### config.mk
export PLATFORM = sky130hd
export DESIGN_NAME = scs_top
export DESIGN_NICKNAME = d
export VERILOG_FILES = /design/src/logic/scs_pkg.sv /design/src/logic/scs_top.sv
export SDC_FILE = /design/constraint.sdc
export NUM_CORES = 1
export LEC_CHECK = 0
export BUFFER_PORTS_ARGS = -buffer_cell sky130_fd_sc_hd__buf_2
export CAP_MARGIN = 20
export CORE_MARGIN = 1
export CORE_UTILIZATION = 25
export CTS_CLUSTER_SIZE = 8
export DETAILED_ROUTE_END_ITERATION = 6
export SYNTH_ARGS = -nofsm -noshare
export SYNTH_HDL_FRONTEND = slang
export SYNTH_SLANG_ARGS = --single-unit
### constraint.sdc
create_clock -name clk_i -period 3 [get_ports clk_i]
set_input_delay 0.6 -clock clk_i [delete_from_list [all_inputs] [get_ports clk_i]]
set_output_delay 0.6 -clock clk_i [all_outputs]
set_load 0.02 [all_outputs]
### src/logic/scs_pkg.sv
package scs_pkg;
  localparam int unsigned DATA_W        = 32;
  localparam int unsigned ADDR_W        = 8;
  // register byte offsets
  localparam logic [7:0]  SYS_CFG_OFS   = 8'h00;
  localparam logic [7:0]  LOOP_CFG_OFS  = 8'h04;
  localparam logic [7:0]  PRESC_OFS     = 8'h08;
  localparam logic [7:0]  STATUS_OFS    = 8'h0C;
  // clock_source_select codes
  localparam logic [1:0]  SEL_WAKE      = 2'h0;
  localparam logic [1:0]  SEL_LOOP      = 2'h2;
  localparam logic [1:0]  SEL_DIRECT    = 2'h3;
  // loop_config_reg fields
  localparam int unsigned BYPASS_POS    = 0;
  localparam int unsigned OSC_SRC_POS   = 1;
  localparam int unsigned LOOP_INPUT_DIVIDER_FIELD_LSB      = 4;
  localparam int unsigned LOOP_INPUT_DIVIDER_FIELD_W        = 4;
  localparam int unsigned LOOP_FEEDBACK_FACTOR_FIELD_LSB      = 8;
  localparam int unsigned LOOP_FEEDBACK_FACTOR_FIELD_W        = 8;
  localparam int unsigned LOOP_OUTPUT_DIVIDER_FIELD_LSB     = 16;
  localparam int unsigned LOOP_OUTPUT_DIVIDER_FIELD_W       = 7;
  // prescaler_divider_field, factor 1..1024
  localparam int unsigned PRESCALER_DIVIDER_FIELD_W       = 10;
  localparam int unsigned K1_FACT_W     = PRESCALER_DIVIDER_FIELD_W + 1;
  localparam logic [K1_FACT_W-1:0] K1_FACT_MAX = 11'h400;
  // reset values
  localparam logic [1:0]  SEL_RST       = 2'h0;
  localparam logic        BYPASS_RST    = 1'h1;
  localparam logic        OSC_SRC_RST   = 1'h0;
  localparam logic [LOOP_INPUT_DIVIDER_FIELD_W-1:0]  LOOP_INPUT_DIVIDER_FIELD_RST  = 4'h0;
  localparam logic [LOOP_FEEDBACK_FACTOR_FIELD_W-1:0]  LOOP_FEEDBACK_FACTOR_FIELD_RST  = 8'h0;
  localparam logic [LOOP_OUTPUT_DIVIDER_FIELD_W-1:0] LOOP_OUTPUT_DIVIDER_FIELD_RST = 7'h0;
  localparam logic [PRESCALER_DIVIDER_FIELD_W-1:0] PRESCALER_DIVIDER_FIELD_RST = 10'h000;

  typedef enum logic [3:0] {
    MODE_WAKE   = 4'h1,
    MODE_LOOP   = 4'h2,
    MODE_PRESC  = 4'h4,
    MODE_DIRECT = 4'h8
  } scs_mode_t;
endpackage

### src/logic/scs_top.sv
`timescale 1ns/100ps
// Operation
// - select code 11 passes the direct clock input unchanged as system clock
// - select code 10 with bypass set runs oscillator through the prescaler
// - prescaler input is the crystal pin or the internal source, as configured
// - prescaler factor is the divider field value plus one
// - factor one passes oscillator through, keeping its duty cycle
// - largest factor divides the oscillator by 1024
// - crystal bypass with factor one behaves like direct drive
// - select code 10 with bypass clear enables the loop and uses its output
// - loop factors are feedback, input and output divider fields plus one
// - select code 00 runs the system clock from the wakeup oscillator
module scs_top (
  input  wire logic                     clk_i,
  input  wire logic                     sys_rst_i,
  input  wire logic [7:0]               addr_i,
  input  wire logic [31:0]              wr_data_i,
  input  wire logic                     wr_i,
  input  wire logic                     rd_i,
  output logic      [31:0]              rd_data_o,
  input  wire logic                     direct_clock_i,
  input  wire logic                     crystal_input_pin_i,
  input  wire logic                     internal_osc_i,
  input  wire logic                     wakeup_osc_i,
  input  wire logic                     loop_clk_i,
  output logic                          sys_clk_o,
  output logic                          loop_enable_o,
  output logic      [4:0]               loop_input_div_o,
  output logic      [8:0]               loop_feedback_o,
  output logic      [7:0]               loop_output_div_o
);
  localparam int unsigned K1_FACT_W = scs_pkg::K1_FACT_W;
  localparam int unsigned PRESCALER_DIVIDER_FIELD_W   = scs_pkg::PRESCALER_DIVIDER_FIELD_W;

  function automatic logic [K1_FACT_W-1:0] plus_one(input logic [PRESCALER_DIVIDER_FIELD_W-1:0] f);
    plus_one = {1'b0, f} + 11'h001;
  endfunction

  logic [1:0]                    sel_q;
  logic                          bypass_q;
  logic                          osc_src_q;
  logic [scs_pkg::LOOP_INPUT_DIVIDER_FIELD_W-1:0]    loop_input_divider_field_q;
  logic [scs_pkg::LOOP_FEEDBACK_FACTOR_FIELD_W-1:0]    loop_feedback_factor_field_q;
  logic [scs_pkg::LOOP_OUTPUT_DIVIDER_FIELD_W-1:0]   loop_output_divider_field_q;
  logic [PRESCALER_DIVIDER_FIELD_W-1:0]            prescaler_divider_field_q;
  scs_pkg::scs_mode_t            mode_q;
  scs_pkg::scs_mode_t            mode_d;
  logic [PRESCALER_DIVIDER_FIELD_W-1:0]            cnt_q;
  logic [PRESCALER_DIVIDER_FIELD_W-1:0]            cnt_d;
  logic                          osc_prev_q;
  logic                          sys_clk_d;

  wire        wr_sys    = wr_i && (addr_i == scs_pkg::SYS_CFG_OFS);
  wire        wr_loop   = wr_i && (addr_i == scs_pkg::LOOP_CFG_OFS);
  wire        wr_presc  = wr_i && (addr_i == scs_pkg::PRESC_OFS);
  wire        osc_lvl   = osc_src_q ? internal_osc_i : crystal_input_pin_i;
  wire        osc_rise  = osc_lvl && !osc_prev_q;
  wire [K1_FACT_W-1:0] k1_fact = plus_one(prescaler_divider_field_q);
  wire [PRESCALER_DIVIDER_FIELD_W-1:0]   k1_half = (prescaler_divider_field_q >> 1) + 10'h001;
  wire        div_high  = (cnt_q < k1_half);

  // mode decode; code 01 is unassigned and falls back to wakeup
  assign mode_d = (sel_q == scs_pkg::SEL_DIRECT) ? scs_pkg::MODE_DIRECT :
                  (sel_q == scs_pkg::SEL_LOOP && bypass_q) ? scs_pkg::MODE_PRESC :
                  (sel_q == scs_pkg::SEL_LOOP) ? scs_pkg::MODE_LOOP :
                  scs_pkg::MODE_WAKE;

  // divider wraps at the factor; count only advances on oscillator edges
  assign cnt_d = !osc_rise ? cnt_q :
                 (cnt_q >= prescaler_divider_field_q) ? 10'h000 : cnt_q + 10'h001;

  always_comb begin
    case (mode_q)
      scs_pkg::MODE_DIRECT: sys_clk_d = direct_clock_i;
      scs_pkg::MODE_PRESC:  sys_clk_d = (prescaler_divider_field_q == 10'h000) ? osc_lvl : div_high;
      scs_pkg::MODE_LOOP:   sys_clk_d = loop_clk_i;
      scs_pkg::MODE_WAKE:   sys_clk_d = wakeup_osc_i;
      default:              sys_clk_d = wakeup_osc_i;
    endcase
  end

  wire [31:0] rd_mux =
    (addr_i == scs_pkg::SYS_CFG_OFS)  ? {30'h0, sel_q} :
    (addr_i == scs_pkg::LOOP_CFG_OFS) ? {9'h0, loop_output_divider_field_q, loop_feedback_factor_field_q, loop_input_divider_field_q, 2'h0, osc_src_q,
                                         bypass_q} :
    (addr_i == scs_pkg::PRESC_OFS)    ? {22'h0, prescaler_divider_field_q} :
    (addr_i == scs_pkg::STATUS_OFS)   ? {28'h0, mode_q} :
    32'h0;

  always_ff @(posedge clk_i) begin
    if (sys_rst_i) begin
      sel_q     <= scs_pkg::SEL_RST;
      bypass_q  <= scs_pkg::BYPASS_RST;
      osc_src_q <= scs_pkg::OSC_SRC_RST;
      loop_input_divider_field_q    <= scs_pkg::LOOP_INPUT_DIVIDER_FIELD_RST;
      loop_feedback_factor_field_q    <= scs_pkg::LOOP_FEEDBACK_FACTOR_FIELD_RST;
      loop_output_divider_field_q   <= scs_pkg::LOOP_OUTPUT_DIVIDER_FIELD_RST;
      prescaler_divider_field_q   <= scs_pkg::PRESCALER_DIVIDER_FIELD_RST;
    end else begin
      if (wr_sys) begin
        sel_q <= wr_data_i[1:0];
      end
      if (wr_loop) begin
        bypass_q  <= wr_data_i[scs_pkg::BYPASS_POS];
        osc_src_q <= wr_data_i[scs_pkg::OSC_SRC_POS];
        loop_input_divider_field_q    <= wr_data_i[scs_pkg::LOOP_INPUT_DIVIDER_FIELD_LSB +: scs_pkg::LOOP_INPUT_DIVIDER_FIELD_W];
        loop_feedback_factor_field_q    <= wr_data_i[scs_pkg::LOOP_FEEDBACK_FACTOR_FIELD_LSB +: scs_pkg::LOOP_FEEDBACK_FACTOR_FIELD_W];
        loop_output_divider_field_q   <= wr_data_i[scs_pkg::LOOP_OUTPUT_DIVIDER_FIELD_LSB +: scs_pkg::LOOP_OUTPUT_DIVIDER_FIELD_W];
      end
      if (wr_presc) begin
        prescaler_divider_field_q <= wr_data_i[PRESCALER_DIVIDER_FIELD_W-1:0];
      end
    end
  end

  always_ff @(posedge clk_i) begin
    if (sys_rst_i) begin
      mode_q            <= scs_pkg::MODE_WAKE;
      cnt_q             <= 10'h000;
      osc_prev_q        <= 1'b0;
      sys_clk_o         <= 1'b0;
      loop_enable_o     <= 1'b0;
      loop_input_div_o  <= 5'h01;
      loop_feedback_o   <= 9'h001;
      loop_output_div_o <= 8'h01;
      rd_data_o         <= 32'h0;
    end else begin
      mode_q            <= mode_d;
      cnt_q             <= cnt_d;
      osc_prev_q        <= osc_lvl;
      sys_clk_o         <= sys_clk_d;
      loop_enable_o     <= (mode_d == scs_pkg::MODE_LOOP);
      loop_input_div_o  <= {1'b0, loop_input_divider_field_q} + 5'h01;
      loop_feedback_o   <= {1'b0, loop_feedback_factor_field_q} + 9'h001;
      loop_output_div_o <= {1'b0, loop_output_divider_field_q} + 8'h01;
      rd_data_o         <= rd_i ? rd_mux : 32'h0;
    end
  end

  // checks
  // every sampled source level shows on sys_clk_o one clock later, hence the $past terms
  // reset is disabled here, so the first edge after release only sees reset state

  chk_direct_follow: assert property (@(posedge clk_i) disable iff (sys_rst_i)
    mode_q == scs_pkg::MODE_DIRECT |=> sys_clk_o == $past(direct_clock_i))
    else $error("direct mode does not follow the direct clock input");

  // select written with bypass already set; mode register follows one edge later
  chk_presc_select: assert property (@(posedge clk_i) disable iff (sys_rst_i)
    bypass_q && wr_sys && wr_data_i[1:0] == scs_pkg::SEL_LOOP
      |=> ##1 mode_q == scs_pkg::MODE_PRESC)
    else $error("prescaler mode not entered");

  chk_mode_onehot: assert property (@(posedge clk_i) disable iff (sys_rst_i)
    $onehot(mode_q))
    else $error("mode register is not one-hot");

  chk_osc_source: assert property (@(posedge clk_i) disable iff (sys_rst_i)
    mode_q == scs_pkg::MODE_PRESC && prescaler_divider_field_q == 10'h000 && osc_src_q
      |=> sys_clk_o == $past(internal_osc_i))
    else $error("prescaler not fed from the internal source");

  chk_factor_wrap: assert property (@(posedge clk_i) disable iff (sys_rst_i)
    osc_rise && cnt_q == prescaler_divider_field_q |=> cnt_q == 10'h000)
    else $error("divider does not wrap at field plus one");

  chk_unit_pass: assert property (@(posedge clk_i) disable iff (sys_rst_i)
    mode_q == scs_pkg::MODE_PRESC && prescaler_divider_field_q == 10'h000 && !osc_src_q
      |=> sys_clk_o == $past(crystal_input_pin_i))
    else $error("factor one does not pass the oscillator through");

  chk_factor_max: assert property (@(posedge clk_i) disable iff (sys_rst_i)
    (k1_fact <= scs_pkg::K1_FACT_MAX) and
    (prescaler_divider_field_q == 10'h3FF |-> k1_fact == scs_pkg::K1_FACT_MAX))
    else $error("largest prescaler factor is not 1024");

  chk_loop_enable: assert property (@(posedge clk_i) disable iff (sys_rst_i)
    mode_q == scs_pkg::MODE_LOOP && $stable(mode_q) |-> loop_enable_o)
    else $error("loop not enabled in loop mode");

  // the loop must stay off in every other mode to save its supply current
  chk_loop_off: assert property (@(posedge clk_i) disable iff (sys_rst_i)
    mode_q != scs_pkg::MODE_LOOP |-> !loop_enable_o)
    else $error("loop enabled outside loop mode");

  chk_loop_factor: assert property (@(posedge clk_i) disable iff (sys_rst_i)
    $stable(loop_feedback_factor_field_q) && !$past(sys_rst_i) |-> loop_feedback_o == {1'b0, loop_feedback_factor_field_q} + 9'h001)
    else $error("feedback factor is not field plus one");

  chk_loop_input: assert property (@(posedge clk_i) disable iff (sys_rst_i)
    $stable(loop_input_divider_field_q) && !$past(sys_rst_i) |-> loop_input_div_o == {1'b0, loop_input_divider_field_q} + 5'h01)
    else $error("input divider is not field plus one");

  chk_loop_output: assert property (@(posedge clk_i) disable iff (sys_rst_i)
    $stable(loop_output_divider_field_q) && !$past(sys_rst_i) |-> loop_output_div_o == {1'b0, loop_output_divider_field_q} + 8'h01)
    else $error("output divider is not field plus one");

  chk_wake_follow: assert property (@(posedge clk_i) disable iff (sys_rst_i)
    mode_q == scs_pkg::MODE_WAKE |=> sys_clk_o == $past(wakeup_osc_i))
    else $error("wakeup mode does not follow the wakeup oscillator");

  // unassigned code must not leave the core without a clock
  chk_code_unused: assert property (@(posedge clk_i) disable iff (sys_rst_i)
    sel_q == 2'h1 |=> mode_q == scs_pkg::MODE_WAKE)
    else $error("unassigned select code does not fall back to wakeup");

  chk_rd_presc: assert property (@(posedge clk_i) disable iff (sys_rst_i)
    rd_i && addr_i == scs_pkg::PRESC_OFS |=> rd_data_o == {22'h0, $past(prescaler_divider_field_q)})
    else $error("prescaler field read back wrong");

  chk_rd_idle: assert property (@(posedge clk_i) disable iff (sys_rst_i)
    !rd_i |=> rd_data_o == 32'h0)
    else $error("read data not zero outside a read");

  cov_direct: cover property (@(posedge clk_i) mode_q == scs_pkg::MODE_DIRECT);

  cov_presc_wrap: cover property (@(posedge clk_i)
    mode_q == scs_pkg::MODE_PRESC && osc_rise && cnt_q == prescaler_divider_field_q && prescaler_divider_field_q != 10'h000);

  cov_presc_int: cover property (@(posedge clk_i)
    mode_q == scs_pkg::MODE_PRESC && prescaler_divider_field_q == 10'h000 && osc_src_q);

  cov_loop: cover property (@(posedge clk_i) loop_enable_o);

  cov_code_unused: cover property (@(posedge clk_i) sel_q == 2'h1);
endmodule // scs_top

Word level (Yosys, flattened, before mapping)
Cells that the tools add are included.
- bitwise logic cells: 1
- multipliers: 0
- div/mod/pow operators: 0
- shift operators: 0
- add/sub/neg operators: 5
- $lt $le $gt $ge: 2
- mux-type cells: 11
- reduce and logical (&&, ||, !) cells: 12
- equal/unequal tests: 9
- operators by type and width (kind ; number):
    23-bit 2-to-1 mux ; 1
    10-bit 2-to-1 mux ; 2
    8-bit by 4-bit equality test with 1-bit output, second input constant ; 2
    10-bit by 1-bit adder with 10-bit output, second input constant ; 1
    9-bit by 1-bit adder with 10-bit output, second input constant ; 1
    10-bit >= comparator ; 1
    10-bit zero test ; 1
    10-bit less-than comparator ; 1
    8-bit by 1-bit adder with 9-bit output, second input constant ; 1
    7-bit by 1-bit adder with 8-bit output, second input constant ; 1
    4-bit by 2-bit equality test with 1-bit output, second input constant ; 2
    8-bit by 3-bit equality test with 1-bit output, second input constant ; 1
    8-bit zero test ; 1
    4-bit 2-to-1 mux ; 2
    4-bit by 1-bit adder with 5-bit output, second input constant ; 1
    1-bit logical AND ; 5
    5-bit OR reduction ; 1
    2-bit equality test, second input constant ; 2
    4-bit by 3-bit equality test with 1-bit output, second input constant ; 1
    4-bit equality test, second input constant ; 1
    2-bit 2-to-1 mux ; 2
    4-bit OR reduction ; 1
    3-bit 2-to-1 mux ; 1
    1-bit case mux with 3 select lines ; 1
    other kinds (5) ; 6
- output and inout port bits: 56
- word-level logic and storage cells: 59
- register bits after elaboration: 104
- memories: 0
- latch bits: 0
- bits in read-only memories: 0
- bits in writable memories: 0
- bits of input ports: 49

Longest topological paths before layout
Gate-level depths: netlist of run 1.
- depth after elaboration: 5
- mapped depth: 12
- gate-level depth less buffers: 11

Worst setup path after synthesis of run 1
No wires, ideal clock.
- kind: flip-flop to flip-flop
- start point: register prescaler_divider_field_q[3]
- end point: register sys_clk_o
- clock period less this slack: 2220 ps
- path buffers: 1
- stages on the path, launching flop included: 13
- library setup time: 70 ps
- slack: 780 ps
- required time: 2930 ps
- data arrival time: 2150 ps
- cell sequence: dfxtp_1 -> clkbuf_1 -> inv_1 -> nor3_1 -> and3_1 -> nand3_1 -> xnor2_1 -> ha_1 -> a211oi_1 -> nor2_1 -> nor4_1 -> nand2_1 -> a21oi_1
- word-level cells in the longest chain between the ends: 4
- elaborated cells between the ends (all ways): 5
- classes of those cells: add/sub: 1; order compare: 1; mux: 2; reduce/logical: 1
- RTL lines (element ; line ; RTL):
    start: declaration ; scs_top.sv:45 ; logic [PRESCALER_DIVIDER_FIELD_W-1:0] prescaler_divider_field_q;
    start signal: assignment ; scs_top.sv:98 ; prescaler_divider_field_q <= scs_pkg::PRESCALER_DIVIDER_FIELD_RST;
    start signal: assignment ; scs_top.sv:111 ; prescaler_divider_field_q <= wr_data_i[PRESCALER_DIVIDER_FIELD_W-1:0];
    9-bit by 1-bit adder with 10-bit output ; scs_top.sv:59 ; wire [PRESCALER_DIVIDER_FIELD_W-1:0] k1_half = (prescaler_divider_field_q >> 1) + 10'h001;
    10-bit less-than comparator ; scs_top.sv:60 ; wire div_high = (cnt_q < k1_half);
    1-bit 2-to-1 mux * ; scs_top.sv:75 ; scs_pkg::MODE_PRESC: sys_clk_d = (prescaler_divider_field_q == 10'h000) ? osc_lvl : div_high;
    1-bit case mux with 3 select lines * ; scs_top.sv:73 ; case (mode_q)
    end signal: assignment ; scs_top.sv:131 ; sys_clk_o <= sys_clk_d;
    end: declaration ; scs_top.sv:26 ; output logic sys_clk_o,
Mark *: on every way between the ends. The rest lies on a longest branch, timed or not.
A chain may end at the register's enable or synchronous reset.

Worst setup path after layout of run 1
- start point: register prescaler_divider_field_q[4]
- end point: register sys_clk_o
Same word-level chain as after synthesis.

==> results of run 1 <==
## layout by cell type (no fill, tap or decap), types with 10 or more instances in the layout
cell type / n
a21oi_1: 13
buf_2: 86
dfxtp_1: 95
ha_1: 24
inv_1: 14
mux2i_1: 34
nand2_1: 20
nand3_1: 26
nor2_1: 55
xnor2_1: 10
xor2_1: 13
## how the worst max path moves through the flow
stage / startpoint / to / slack [ns] / cells after the start
after global routing: prescaler_divider_field_q[4] / sys_clk_o / 0.30 / 11
final: prescaler_divider_field_q[4] / sys_clk_o / 0.55 / 11
after detailed placement: addr_i[7] / loop_output_divider_field_q[6] / 0.56 / 7
after floorplan: prescaler_divider_field_q[3] / sys_clk_o / 0.78 / 12
after global placement: prescaler_divider_field_q[4] / sys_clk_o / 0.57 / 11
after CTS: prescaler_divider_field_q[4] / sys_clk_o / 0.55 / 11
## final cells by class
type | instances | area, um^2
Antenna cell | 3 | 7.51
Clock buffer | 10 | 239
Clock inverter | 6 | 51.3
Fill cell | 1648 | 11000
Inverter | 14 | 52.6
Multi-Input combinational cell | 304 | 2080
Sequential cell | 95 | 1900
Tap cell | 216 | 270
Timing Repair Buffer | 93 | 483
## registers in the layout, indices dropped and copies added, names as in the netlist, 2 cells and up
name and count:
loop_input_div_o 5, loop_feedback_factor_field_q 8, rd_data_o 23, mode_q 4, loop_output_div_o 8, prescaler_divider_field_q 10, cnt_q 10, loop_feedback_o 9
sel_q 2, loop_output_divider_field_q 7, loop_input_divider_field_q 4
## routing by layer
| layer | share of wire (%) | vias to the layer above | global-route usage, % |
|---|---|---|---|
| met5 | 0 | - | 0 |
| met4 | 2.5 | 0 | 7.10 |
| met3 | 6.3 | 15 | 3.87 |
| met2 | 47 | 96 | 20.0 |
| met1 | 44 | 1555 | 14.0 |
| li1 | - | 1662 | - |
## kinds of logic (layout without fill, tap and decap cells)
logic type | after synthesis | count (layout) | share of synthesized area, %
adders and majority gates | 24 | 24 | 7.25
xor gates and xnor gates | 23 | 23 | 4.86
buffers and inverters | 38 | 123 | 4.53
and+or+nand+nor | 164 | 164 | 20.9
muxes | 34 | 34 | 8.22
other | 1 | 12 | 0.0905
AOI/OAI and AO/OA | 50 | 50 | 8.25
DFF | 95 | 95 | 45.9
## synth_stat cells, types with 2 or more instances
library cell and instances:
nor3b_1 4, a22oi_1 2, o21ai_0 9, nand3_1 26
inv_1 14, a21oi_1 13, buf_2 3, nor2_1 55
or3_1 6, xor2_1 13, nor3_1 6, nor4_1 4
o211ai_1 2, buf_4 9, a22o_2 5, and4_1 2
and2_2 8, clkbuf_1 11, nor2b_1 7, a22o_1 4
xnor2_1 10, nand2_1 20, and3_1 5, and2_1 6
mux2i_1 34, nor4b_1 2, nand4_1 5, a211oi_1 7
ha_1 24, dfxtp_1 95
## where the power goes
part | internal (mW) | switching [mW]
sequential | 1.26 | 0.00165
clock | 0.596 | 0.516
combinational | 0.0318 | 0.0572
total | 1.89 | 0.575
## metrics by stage
stage / worst slack (ns) / hold WS (ns) / util, % / instances
final: 0.550 / 0.448 / 31.7 / 741
after global routing: 0.302 / 0.472 / 31.6 / 738
after CTS: 0.548 / 0.454 / 31.6 / 738
after detailed placement: 0.560 / 0.438 / 29.8 / 722
after global placement: 0.566 / 0.442 / 29.8 / 722
after floorplan: 0.780 / 0.395 / - / 437
==> metrics.txt, run 1 <==
CP cell instances inv_1 > nor3_1 > and3_1 > nand3_1 > xnor2_1 > ha_1 > a211oi_1 > nor2_1 > nor4_1 > nand2_1 > a21oi_1; RSZ-0062 raised after global routing false; asr flop ratio synth 0%; peak supply drop 304 uV; total track usage between 10% and 20%; initial DRC count 141; DR pass1 iterations 4; R2R cell count 11; worst slew pin tran between 0.5 and 0.6 ns; hold depth 1; Final #Nets between 500 and 600; Routed Wire Length 9960 um; share of cells above drive strength 1 24.7%; Port-buffer cells 86; num ports between 100 and 150; fin crit period 2.45 ns; leakage 2.34 nW; Root Driver clkbuf_16; number of flops mapped to enable cells by yosys 0; DRC errors left 0; initial core utilization between 20 and 30%; critical path class reg2reg; P&R area growth vs syn 22.8%; CP max stage cell dfxtp_1; final count of pins violating max slew 0; CTS Hold Bufs 0; clk sink count 95; CP required roughly 3.3 ns; synth warn 0; Post-Syn Area between 4000 and 5000 um^2; top post-synthesis cells by area dfxtp_1, mux2i_1, ha_1, nor2_1, nand3_1; hold crit path type reg2reg; Design Area, Final 5090 um^2; Post-CTS Resized 0; status completed; Die X-Extent between 100 and 150 um; synth unique cells 48; Gate Count Post-Synth between 400 and 500; setup bufs post-CTS 0; delay-heaviest family, CP simple AND/OR/NAND/NOR gates; share of the yosys chip area belonging to registers 45.9%; Routability Congestion around 0.92; final hold violation count 0; Setup Skew around 0.0074 ns; worst hold endpoint loop_feedback_o[0]; P per Cell Area 485 nW/um^2; core area ~16000 um^2; grt total ovfl 0; Clk Latency, worst-skew pair 0.35 ns; Max clock buf depth 2; average size of a mapped cell 9.66 um^2; Maximum Capacitance Violations 0; Setup Viol. Count Final 0; Reg clk slew, reported paths 0.07 ns; dpl cell area 4790 um^2; cts bufs inserted 9; Critical Path End Type flop; dpl hpwl 7530 um; FF-to-FF setup slack 0.55 ns; crit share post-route 81.7%; WL/cell between 10 and 15 um; final antenna-violating net count 0; Top FF cell, synth dfxtp_1; top cell type's share of synthesized area between 40% and 50%; hold wc startpoint loop_feedback_factor_field_q[0]; Final TNS setup 0 ns; Startpoint Class flop; CP bufs+invs 1; post-synth top area cell dfxtp_1; H-tree depth 3; pin count of the biggest net entering global routing 35; Row Count 46; Fmax achieved 0.408 GHz; crit-path max FO 5; CP max stage delay 0.40 ns; flops & latches, synth 95; vias in the first global route 3131; Die ar. 17100 um^2; first-pass GRT wire length 15600 um; R2R Path Start prescaler_divider_field_q[4]; Arr. time, crit path between 2 and 3 ns; reg2reg end sys_clk_o; die height 131 um; vias per cell 4.49; Vias between 3000 and 4000; CTS tree built; initial antenna violation count 3; max_slew headroom 62.9%; Tot Pwr 2.47 mW
(Power assumes the default switching activity.)
==> inputs of run 2 (changes only) <==
==> constraint.sdc (replaced) <==
create_clock -name clk_i -period 2.14 [get_ports clk_i]
set_input_delay 0.428 -clock clk_i [delete_from_list [all_inputs] [get_ports clk_i]]
set_output_delay 0.428 -clock clk_i [all_outputs]
set_load 0.02 [all_outputs]
==> run 2 against run 1 <==
Against the previous run: sequential power grew 40%; register-to-register slack got worse by 0.54 ns; clock skew fell by 0.0024 ns; clock power grew 41%; setup slack worse by 0.54 ns; clock-buffer cell count did not move; via count is 0.93% higher; worst hold slack lost 0.14 ns; highest routed layer unchanged.
==> metrics.txt, run 2 (synthesis gave the netlist of run 1 again) <==
cts bufs inserted 9 (unchanged); Clk Latency, worst-skew pair 0.35 ns (about the same); pin count of the biggest net entering global routing 24 (was 35); worst slew pin tran 0.514 ns (was 0.553 ns); CP max stage cell dfxtp_2 (was dfxtp_1); Setup Skew 0.00501 ns (was 0.00738 ns); CP max stage delay 0.33 ns (was 0.40 ns); vias in the first global route 3159 (was 3131); final hold violation count 0 (unchanged); WL/cell 13.3 um (was 13.4 um); crit share post-route 99.7% (was 81.7%); peak supply drop 371 uV (was 304 uV); H-tree depth 3 (unchanged); Row Count 46 (unchanged); Finished Core Util 32.7% (was 31.7%); clk sink count 95 (unchanged); crit-path max FO 3 (was 5); CP required 2.42 ns (was 3.28 ns); status completed (unchanged); Fmax achieved 0.469 GHz (was 0.408 GHz); hold crit path type in2reg (was reg2reg); largest registers rd_data_o: 23 flops, cnt_q: 10 flops, prescaler_divider_field_q: 10 flops (unchanged); CTS tree built (unchanged); vias per cell 4.47 (was 4.49); Vias 3359 (was 3328); Reg with most FFs rd_data_o (unchanged); RSZ-0062 raised after global routing true (was false); Die X-Extent 131 um (unchanged); Placed Instances 734 (was 722); Tot Pwr 3.47 mW (was 2.47 mW); Max clock buf depth 2 (unchanged); core area 16100 um^2 (unchanged); most common cell after layout, fill and taps aside dfxtp_1 (unchanged); share of cells above drive strength 1 28.2% (was 24.7%); uppermost layer routed met4 (unchanged); Setup Viol. Count Final 0 (unchanged); initial antenna violation count 1 (was 3); P per Cell Area 661 nW/um^2 (was 485 nW/um^2); Critical Path End Type flop (unchanged); met3 WL 720 um (was 632 um); num ports 105 (unchanged); total track usage 12.5% (was 12.2%); Final #Nets 603 (was 590); final count of pins violating max slew 0 (unchanged); most frequent cells in the layout dfxtp_1, buf_2, nor2_1 (unchanged); Routed Wire Length 10000 um (was 9960 um); Maximum Capacitance Violations 0 (unchanged); Port-buffer cells 86 (unchanged); grt total ovfl 0 (unchanged); first-pass GRT wire length 16000 um (was 15600 um); Root Driver clkbuf_16 (unchanged); final antenna-violating net count 0 (unchanged); initial core utilization 25.8% (unchanged); final worst slack 0.00639 ns (was 0.550 ns); met2 routed WL 4820 um (was 4680 um); Largest register FFs 23 (unchanged); fin crit period 2.13 ns (was 2.45 ns); leakage 2.45 nW (was 2.34 nW); DRC errors left 0 (unchanged); Routability Congestion 0.905 (was 0.918); CP cell instances inv_2 > nor3_4 > and3_4 > nand3_2 > xnor2_1 > ha_1 > nand4_1 > a211oi_2 > nor4_2 > nand2_1 > a21oi_1 (was inv_1 > nor3_1 > and3_1 > nand3_1 > xnor2_1 > ha_1 > a211oi_1 > nor2_1 > nor4_1 > nand2_1 > a21oi_1); initial DRC count 173 (was 141); critical path class reg2reg (unchanged); P&R area growth vs syn 26.9% (was 22.8%); post-route insts no fill 752 (was 741); post-place setup slack -0.0882 ns (was 0.560 ns); Fin Hold WS 0.308 ns (was 0.448 ns); die height 131 um (unchanged); Reg clk slew, reported paths 0.07 ns (about the same); Arr. time, crit path 2.42 ns (was 2.73 ns); max_slew headroom 65.5% (was 62.9%); DR pass1 iterations 4 (unchanged); Post-Route M1 WL 4360 um (was 4400 um); dpl hpwl 7700 um (was 7530 um); Die ar. 17100 um^2 (unchanged); Startpoint Class flop (unchanged); CTS Hold Bufs 0 (unchanged)
## run 2: metal layers
| metal | vias to the layer above | GRT usage, % |
|---|---|---|
| met3 | 12 | 5.01 |
| met2 | 85 | 20.7 |
| met5 | - | 0 |
| met4 | 0 | 4.19 |
| li1 | 1684 | - |
| met1 | 1578 | 14.7 |
## run 2: cell type report
cell class                      count  area (um^2)
Fill cell                        1629        10800
Multi-Input combinational cell    304         2120
Tap cell                          216          270
Clock buffer                       10          229
Sequential cell                    95         1900
Clock inverter                      6         61.3
Inverter                           14         52.6
Antenna cell                        1         2.50
Timing Repair Buffer              106          618
## run 2: worst max-delay path: cells and delay by family (launching register included)
kind | cells | cell delay (ns)
AO/OA/AOI/OAI | 2 | 0.19
XOR/XNOR | 1 | 0.13
adder cells (fa/ha/maj) | 1 | 0.33
buffers and inverters | 1 | 0.05
flip-flops | 1 | 0.33
AND/OR/NAND/NOR | 6 | 1.04
## run 2: worst paths after layout
path	slack, ns	cells after the start	endpoint	from
worst max-delay path	0.006	11	sys_clk_o	prescaler_divider_field_q[5]
worst max register to register	0.006	11	sys_clk_o	prescaler_divider_field_q[5]
worst min-delay path	0.31	3	prescaler_divider_field_q[3]	wr_data_i[3]
worst min register to register	0.45	1	loop_feedback_o[0]	loop_feedback_factor_field_q[0]
## run 2: power by group
| part | internal, mW | total [mW] | switching [mW] | leakage [nW] |
|---|---|---|---|---|
| combinational | 0.0466 | 0.127 | 0.0808 | 1.54 |
| clock | 0.901 | 1.57 | 0.673 | 0.142 |
| sequential | 1.77 | 1.77 | 0.00194 | 0.767 |
## run 2: timing repair
item | 4_1_cts | 5_1_grt
gates resized for setup | 10 | 1
pin swaps | 8 | 0
setup endpoints to repair | 1 | 1
setup buffers | 1 | 0
## run 2: per-stage QoR
stage	setup TNS [ns]	cell area, um^2
floorplan	0	4170
global placement	-0.0264	4920
detailed placement	-0.0882	4920
CTS	0	5250
global route	-0.137	5260
finish	0	5260
